### src/design/uvz_cfg.svh
// Configuration constants for the UV zone alarm decision block
`ifndef UVZ_CFG_SVH
`define UVZ_CFG_SVH
`define UVZ_CLK_NS 20
`define UVZ_QTR_NS 250000000
`define UVZ_SENS_STEP 8
`define UVZ_SENS_MIN 8
`define UVZ_DLY_BASE_Q 2
`define UVZ_FAULT_NO_DET 4'h2
`define UVZ_FAULT_NONE 4'h0
`endif

### src/design/uvz_pkg.sv
// Types shared by the UV zone alarm decision block
`default_nettype none
package uvz_pkg;
  // Switch pins, each bit high while its rocker is closed
  typedef struct packed {
    logic [3:0] zone_closed;
    logic [3:0] sens_closed;
    logic [2:0] vote_closed;
    logic master_closed;
    logic nonlatch_closed;
    logic [4:0] delay_closed;
  } uvz_switch_s;
  typedef struct packed {
    logic active;
    logic [3:0] code;
    logic [3:0] zone;
  } uvz_fault_s;
  typedef logic [7:0] uvz_cps_t;
endpackage
`default_nettype wire

### src/design/uvz_alarm_decision.sv
// UV zone alarm decision: rate threshold, delay, voting, latching, fault
`timescale 1ns/1ns
`default_nettype none
`include "uvz_cfg.svh"
module uvz_alarm_decision #(
  parameter int unsigned QTR_CYCLES = `UVZ_QTR_NS / `UVZ_CLK_NS
) (
  input wire logic ref_clk,
  input wire logic rst_n,
  input wire uvz_pkg::uvz_switch_s sw_pins,
  input wire logic [7:0] tube_pulse,
  input wire logic [3:0] det_present,
  input wire logic keylock_reset,
  input wire logic ext_inhibit,
  output logic [3:0] zone_fire,
  output logic fire_vote_a,
  output logic fire_vote_b,
  output logic [3:0] surv_alarm,
  output logic low_alarm,
  output uvz_pkg::uvz_fault_s fault,
  output logic [3:0] optical_integrity_test,
  output logic master_role
);
  import uvz_pkg::*;

  localparam int QW = $clog2(QTR_CYCLES + 1);

  function automatic logic [2:0] uvz_pop4(input logic [3:0] v);
    uvz_pop4 = 3'(v[0]) + 3'(v[1]) + 3'(v[2]) + 3'(v[3]);
  endfunction

  // ==========================================================
  // Reset release and input synchronisers
  logic [1:0] rst_ff;
  logic rst_sn;
  always_ff @(posedge ref_clk or negedge rst_n) begin
    if (!rst_n) begin
      rst_ff <= 2'h0;
    end else begin
      rst_ff <= {rst_ff[0], 1'b1};
    end
  end
  assign rst_sn = rst_ff[1];

  uvz_switch_s sw_m, sw_s;
  logic [5:0] pin_m, pin_s;
  logic [7:0] pul_m, pul_s, pul_d;
  always_ff @(posedge ref_clk or negedge rst_sn) begin
    if (!rst_sn) begin
      sw_m <= '0;
      sw_s <= '0;
      pin_m <= 6'h0;
      pin_s <= 6'h0;
      pul_m <= 8'h0;
      pul_s <= 8'h0;
      pul_d <= 8'h0;
    end else begin
      sw_m <= sw_pins;
      sw_s <= sw_m;
      pin_m <= {keylock_reset, ext_inhibit, det_present};
      pin_s <= pin_m;
      pul_m <= tube_pulse;
      pul_s <= pul_m;
      pul_d <= pul_s;
    end
  end

  logic clr;
  logic [3:0] present;
  logic [7:0] pedge;
  assign clr = pin_s[5] | pin_s[4];
  assign present = pin_s[3:0];
  assign pedge = pul_s & ~pul_d;

  // ==========================================================
  // Quarter-second measuring window
  logic [QW-1:0] qcnt;
  logic qtick;
  always_ff @(posedge ref_clk or negedge rst_sn) begin
    if (!rst_sn) begin
      qcnt <= '0;
      qtick <= 1'b0;
    end else begin
      qtick <= (qcnt == QW'(QTR_CYCLES - 1));
      if (qcnt == QW'(QTR_CYCLES - 1)) begin
        qcnt <= '0;
      end else begin
        qcnt <= qcnt + QW'(1);
      end
    end
  end

  // ==========================================================
  // Threshold and delay from the rockers
  uvz_cps_t thr;
  logic [5:0] dly_q;
  logic [2:0] req;
  always_comb begin
    if (sw_s.sens_closed == 4'h0) begin
      thr = 8'(`UVZ_SENS_MIN);
    end else begin
      thr = 8'(sw_s.sens_closed) * 8'(`UVZ_SENS_STEP);
    end
  end
  // Quarter-second units: weights 1,2,4,8,16 plus two
  assign dly_q = 6'(sw_s.delay_closed) + 6'(`UVZ_DLY_BASE_Q);
  // Odd codes count closed rockers rather than being rejected
  assign req = 3'h1 + 3'(sw_s.vote_closed[0]) + 3'(sw_s.vote_closed[1])
             + 3'(sw_s.vote_closed[2]);

  // ==========================================================
  // Per-channel rate and confirmation; 0-3 fire, 4-7 surveillance
  logic [7:0] cnt [8];
  logic [5:0] run [8];
  logic [7:0] above, half, live, low;
  logic [5:0] next_run [8];
  for (genvar i = 0; i < 8; i++) begin : g_chan
    // Rate over one window, scaled to cps by four
    assign above[i] = {cnt[i], 2'h0} >= {2'h0, thr};
    assign half[i] = {cnt[i], 3'h0} > {3'h0, thr};
    assign next_run[i] = !above[i] ? 6'h0 :
                         (run[i] == 6'h3F) ? run[i] : run[i] + 6'h1;
    always_ff @(posedge ref_clk or negedge rst_sn) begin
      if (!rst_sn) begin
        cnt[i] <= 8'h0;
        run[i] <= 6'h0;
        live[i] <= 1'b0;
        low[i] <= 1'b0;
      end else if (qtick) begin
        cnt[i] <= pedge[i] ? 8'h1 : 8'h0;
        run[i] <= next_run[i];
        live[i] <= next_run[i] >= dly_q;
        low[i] <= half[i];
      end else if (pedge[i] && cnt[i] != 8'hFF) begin
        cnt[i] <= cnt[i] + 8'h1;
      end
    end
  end

  // ==========================================================
  // Voting and latching
  logic latch;
  logic [3:0] seen, next_seen;
  logic vote_now, vote_hold, next_vote;
  assign latch = !sw_s.nonlatch_closed;
  assign vote_now = uvz_pop4(live[3:0]) >= req;
  // A fresh alarm wins over a clear in the same cycle
  assign next_seen = (clr ? 4'h0 : seen) | live[3:0];
  assign next_vote = (clr ? 1'b0 : vote_hold)
                   | (uvz_pop4(next_seen) >= req);

  always_ff @(posedge ref_clk or negedge rst_sn) begin
    if (!rst_sn) begin
      seen <= 4'h0;
      vote_hold <= 1'b0;
    end else if (latch) begin
      seen <= next_seen;
      vote_hold <= next_vote;
    end else begin
      // Track live zones so a switch to latching keeps what is on
      seen <= live[3:0];
      vote_hold <= vote_now;
    end
  end

  always_ff @(posedge ref_clk or negedge rst_sn) begin
    if (!rst_sn) begin
      zone_fire <= 4'h0;
      fire_vote_a <= 1'b0;
      fire_vote_b <= 1'b0;
    end else if (latch) begin
      zone_fire <= next_seen;
      fire_vote_a <= next_vote;
      fire_vote_b <= next_vote;
    end else begin
      zone_fire <= live[3:0];
      fire_vote_a <= vote_now;
      fire_vote_b <= vote_now;
    end
  end

  always_ff @(posedge ref_clk or negedge rst_sn) begin
    if (!rst_sn) begin
      surv_alarm <= 4'h0;
      low_alarm <= 1'b0;
    end else begin
      surv_alarm <= live[7:4];
      low_alarm <= |low[3:0];
    end
  end

  // ==========================================================
  // Detector supervision and role
  logic [3:0] enabled, missing;
  assign enabled = ~sw_s.zone_closed;
  assign missing = enabled & ~present;
  always_ff @(posedge ref_clk or negedge rst_sn) begin
    if (!rst_sn) begin
      fault <= '0;
      optical_integrity_test <= 4'h0;
      master_role <= 1'b0;
    end else begin
      fault.active <= |missing;
      fault.code <= (|missing) ? `UVZ_FAULT_NO_DET : `UVZ_FAULT_NONE;
      fault.zone <= missing;
      optical_integrity_test <= enabled & present;
      master_role <= sw_s.master_closed;
    end
  end
endmodule
`default_nettype wire

### config.mk
export PLATFORM = sky130hd
export DESIGN_NAME = uvz_alarm_decision
export DESIGN_NICKNAME = d
export VERILOG_FILES = /design/src/design/uvz_pkg.sv /design/src/design/uvz_alarm_decision.sv
export VERILOG_INCLUDE_DIRS = /design/src /design/src/design
export SDC_FILE = /design/constraint.sdc
export NUM_CORES = 1
export LEC_CHECK = 0
export BUFFER_PORTS_ARGS = -buffer_cell sky130_fd_sc_hd__buf_2
export CAP_MARGIN = 10
export CORE_ASPECT_RATIO = 1.4
export CORE_MARGIN = 2
export CORE_UTILIZATION = 60
export DETAILED_ROUTE_END_ITERATION = 10
export PLACE_DENSITY = 0.79
export SLEW_MARGIN = 10
export SYNTH_ARGS = -nofsm -noshare
export SYNTH_HDL_FRONTEND = slang
export SYNTH_SLANG_ARGS = --single-unit
### constraint.sdc
create_clock -name ref_clk -period 20.6 [get_ports ref_clk]
set_clock_uncertainty 0.1 [all_clocks]
set_input_delay 1.03 -clock ref_clk [delete_from_list [all_inputs] [get_ports ref_clk]]
set_output_delay 1.03 -clock ref_clk [all_outputs]
set_load 0.05 [all_outputs]
Word level (Yosys, flattened, before mapping)
Index checks and enable logic that the tools add are counted.
Widths: inputs -> output; s select.
{ "word_totals": {"ff_bits": 245, "input_bits": 34, "out_inout_bits": 25, "elab_cells": 198} }
{ "classes": {"add_sub_neg": 27, "magnitude_cmp": 22, "eq_ne": 17, "n_mux": 47, "bitwise_logic": 9, "n_reduce_logical": 19} }
{ "ops": {"columns": ["op", "count"], "rows": [
  ["$mux 8", 16],
  ["$mux 6", 16],
  ["$add 8x1->8 const B", 8],
  ["$ne 8x8->1 const B", 8],
  ["$add 6x1->6 const B", 8],
  ["$eq 6x6->1 const B", 8],
  ["$ge 6x6->1", 8],
  ["$gt 11x8->1", 4],
  ["$ge 10x7->1", 4],
  ["$ge 10x8->1", 4],
  ["$add 24x1->24 const B", 1],
  ["$eq 24x24->1 const B", 1],
  ["$mux 24", 1],
  ["$reduce_bool 2->1", 8],
  ["$mux 1", 10],
  ["$add 2x1->3", 3],
  ["$add 3x1->3", 3],
  ["$and 4x4->4", 2],
  ["$and 8x8->8", 1],
  ["$logic_and 1x1->1", 8],
  ["$mux 4", 2],
  ["$not 4->4", 2],
  ["$not 8->8", 1],
  ["$reduce_or 4->1", 2],
  ["other kinds (9)", 12]
]} }

Longest topological paths before layout
{ "logic_depth": {"depth_word": 9, "ltp_mapped": 13, "depth_no_buf": 13} }

Least setup slack after synthesis
Ideal clock, no wire load.
{ "synth_timing": {"path_type": "reg-to-reg", "startpoint": "reg sw_s[11] (netlist bit)", "endpoint": "reg live[2]", "setup_time_ns": 0.137, "t_arrival_ns": 2.691, "required_time_ns": 20.363, "slack_ns": 17.672, "stages_incl_launch_ff": 14, "n_path_buf": 0, "period_less_slack_ns": 2.928, "path_cell_list": "dfrtp_1 -> inv_1 -> a31o_2 -> ha_1 -> nand2b_1 -> a21oi_1 -> a211oi_4 -> nand2b_1 -> ha_1 -> nand2b_1 -> a211oi_1 -> o21ai_0 -> a21oi_1 -> a21oi_1"} }
{ "synth_via": {"elab_chain_cells": 5} }
{ "synth_rtl": {"columns": ["element", "line_no", "source"], "rows": [
  ["start: declaration", "uvz_alarm_decision.sv:45", "uvz_switch_s sw_m, sw_s;"],
  ["start signal: assignment", "uvz_alarm_decision.sv:59", "sw_s <= sw_m;"],
  ["$logic_not 4->1", "uvz_alarm_decision.sv:99", "if (sw_s.sens_closed == 4'h0) begin"],
  ["$mux 7 *", "uvz_alarm_decision.sv:99", null],
  ["$ge 10x8->1 *", "uvz_alarm_decision.sv:119", "assign above[i] = {cnt[i], 2'h0} >= {2'h0, thr};"],
  ["$mux 6 *", "uvz_alarm_decision.sv:121", "assign next_run[i] = !above[i] ? 6'h0 :"],
  ["$ge 6x6->1 *", "uvz_alarm_decision.sv:132", "live[i] <= next_run[i] >= dly_q;"],
  ["end signal: indexed assignment", "uvz_alarm_decision.sv:132", null],
  ["end: declaration", "uvz_alarm_decision.sv:115", "logic [7:0] above, half, live, low;"]
]} }
Every way passes the cells marked *; elsewhere a longest branch is shown, timed or not.
A chain may end at the register's enable or synchronous reset.

Worst setup path in the final report
{ "layout_timing": {"startpoint": "reg sw_s[13] (netlist bit)", "endpoint": "reg live[3]"} }
The elaborated chain is that of the path after synthesis.

==> flow_summary.json <==
{
  "drt_iter0_markers": 622,
  "yosysUniqueCellTypes": 60,
  "first_pass_iters": 5,
  "synth_area_leader_cell": "dfrtp_1",
  "intPower_mw": 0.966,
  "dieArea_mm2": 0.0228,
  "p_seq_frac": 0.418,
  "yosysTopAreaCellShare": 0.470,
  "post_synth_main_area_contributors": "dfrtp_1 47%, ha_1 12%, a21oi_1 4.2%",
  "ir_drop_uv": 68.3,
  "synthCells": 1261,
  "die_w_um": 128,
  "grt_pass1_vias": 9413,
  "ioPinCount": 59,
  "power_density_mw_per_mm2": 98.0,
  "wl_mm": 25.2,
  "cp_top_family": "compound AO/OA/AOI/OAI gates",
  "crit_chain": "inv_1, a31o_2, ha_1, and4b_1, o21ai_0, nand3_1, nand2_1, ha_1, nand2b_1, a211oi_1, o21ai_0, a21oi_1, a21oi_1",
  "r2r_slack_ns": 17.15,
  "seq_area_frac_synth": 0.470,
  "gp_congestion": 0.822,
  "grt_pass1_wl_mm": 43.0,
  "port_buffers": 55,
  "cts-resized-gates": 0,
  "start_util": 0.610,
  "crit_required_ns": 20.84,
  "comb_power_share": 0.234,
  "synth_area_mm2": 0.0129,
  "p_sw_mw": 0.434,
  "wl_per_cell_um": 15.9,
  "grt_usage": 0.228,
  "area_growth_pct": 10.4,
  "worstSetupPathType": "flip-flop to flip-flop",
  "placementRows": 63,
  "final_nets": 1470,
  "num_antenna_cells": 0,
  "grt-ovfl-total": 0,
  "ys_top_cells_by_count": "243 x dfrtp_1, 136 x nor2_1, 127 x ha_1",
  "clk_latency_ns": 0.52,
  "antenna_found_initial": 0,
  "cts_htree_levels": 1,
  "numCtsBuffers": 25,
  "max-cap-violations": 0,
  "post-route-util": 0.674,
  "timing.rr.start": "sw_s[13]",
  "rsz0062_at_grt": "false",
  "relSlewSlack": 0.305,
  "hold_class": "primary input to asynchronous set/reset pin",
  "synth_edf_count": 0,
  "setup_viol": 0,
  "crit_path_start_kind": "flip-flop",
  "drv_slew": 0,
  "fillers": 1651,
  "drive_gt1_frac": 0.103,
  "finalHoldViolCount": 0,
  "final_cell_area_mm2": 0.0143,
  "total_power_mw": 1.40,
  "via_count": 9476,
  "ys_seq_elements": 243,
  "crit_path_top_delay_cell": "a31o_2",
  "grt_start_max_net_pins": 174,
  "fp.dieH_um": 178,
  "slowest_delay_ns": 0.46,
  "routed_via_density": 5.98,
  "clockBufferDepth": 3,
  "ys.flop_type": "dfrtp_1",
  "critPathBufInv": 1,
  "seq_area_mm2": 0.00609,
  "core-area_mm2": 0.0212,
  "yosysWarningCount": 0,
  "dp_hpwl_mm": 16.9,
  "finalSetupTns_ns": 0,
  "clock-sinks": 243,
  "finalCriticalPeriod_ns": 3.45,
  "cp_max_fo": 13,
  "syn_area_per_cell_um2": 10.3,
  "cts_tree": "done",
  "postCtsSetupBuffers": 0,
  "clock-root-buffer": "clkbuf_16",
  "multi_input_area_mm2": 0.00653,
  "drc": 0,
  "hold_buffers": 0,
  "clk_pin_slew_ns": 0.06,
  "p_leak_nw": 6.88,
  "yosysMostFrequentCell": "dfrtp_1",
  "run_status": "complete, no violations",
  "cp-end-kind": "flip-flop",
  "arrival_ns": 3.70,
  "netSwitchingFraction": 0.310,
  "async_reset_ff_frac": 1.00,
  "worstSetupStartpoint": "sw_s[13]",
  "drtAntennaViolNets": 0,
  "clkPwrFrac": 0.347,
  "tightest_slew_ns": 1.04,
  "whs_ns": 0.185,
  "place_area_mm2": 0.0134,
  "finalCritPeriodShare": 0.168,
  "fmax_mhz": 290
}
-- sequential cells by signal, indices dropped and copies added (netlist names) --
name                    count
sw_m                       18
low_alarm                   1
pul_d                       8
qcnt                       24
fault                       5
master_role                 1
pin_m                       6
optical_integrity_test      4
sw_s                       18
pul_s                       8
surv_alarm                  4
pin_s                       6
qtick                       1
low                         4
pul_m                       8
cnt                        64
rst_ff                      2
live                        8
fire_vote_b                 1
zone_fire                   4
run                        48
-- cell families after synthesis --
family | synth area share
adders and majority gates | 0.126
DFF | 0.470
muxes | 0.0186
buffers and inverters | 0.0260
AOI/OAI and AO/OA | 0.141
and+or+nand+nor | 0.172
xor gates and xnor gates | 0.0460
other | 0.000580
-- cell usage in the layout, fill, tap and decap left out, types with 15 or more instances in the layout --
cell	n
dfrtp_1	241
clkbuf_16	25
o21ai_0	42
xnor2_1	33
nor2b_1	20
mux2i_1	15
a211oi_1	16
a31oi_1	22
ha_1	127
inv_1	39
nand3_1	64
a21oi_1	108
nand2_1	57
nand2b_1	23
and3_1	47
o21a_1	24
buf_2	55
nand4_1	23
nor2_1	136
xor2_1	35
-- path summary, 6_finish.rpt --
| check | endpoint | cells after the start |
|---|---|---|
| max | live[3] | 13 |
| min | rst_ff[1] | 1 |
| max reg2reg | live[3] | 13 |
| min reg2reg | sw_s[13] | 0 |
| max in group asynchronous | qtick | 1 |
| min in group ref_clk | sw_s[13] | 0 |
-- worst register-to-register path, stage by stage (launching register included) --
cell and delay, ns:
dfrtp_1 0.36, inv_1 0.37, a31o_2 0.46, ha_1 0.30, and4b_1 0.17, o21ai_0 0.20
nand3_1 0.29, nand2_1 0.14, ha_1 0.22, nand2b_1 0.14, a211oi_1 0.21, o21ai_0 0.11
a21oi_1 0.13, a21oi_1 0.08
-- area by class of cell --
| class | instances | share of cell area |
|---|---|---|
| tap | 260 | 0.0228 |
| multi-input combinational | 940 | 0.457 |
| clock inverter | 16 | 0.0167 |
| sequential | 243 | 0.426 |
| inverter | 40 | 0.0105 |
| clock buffer | 28 | 0.0453 |
| timing repair buffer | 57 | 0.0212 |
-- stage by stage --
step	std cells	setup WS, ns
finish	1584	17.15
global placement	1540	17.22
global route	1584	16.82
CTS	1584	17.11
detailed placement	1540	17.15
floorplan	1263	13.23
-- power by group through the flow --
stage               clock network [mW]  registers, mW  logic, mW
detailed placement                   0          0.592      0.325
floorplan                            0          0.581      0.251
global placement                     0          0.591      0.310
finish                           0.486          0.586      0.328
global route                     0.515          0.593      0.374
CTS                              0.498          0.584      0.330
-- metal layers --
| metal | track usage | wire [um] |
|---|---|---|
| met1 | 0.286 | 10900 |
| met2 | 0.410 | 13000 |
| met3 | 0.0326 | 933 |
| met4 | 0.0627 | 469 |
| met5 | 0 | 0 |
Power figures use the tool's default switching activity.
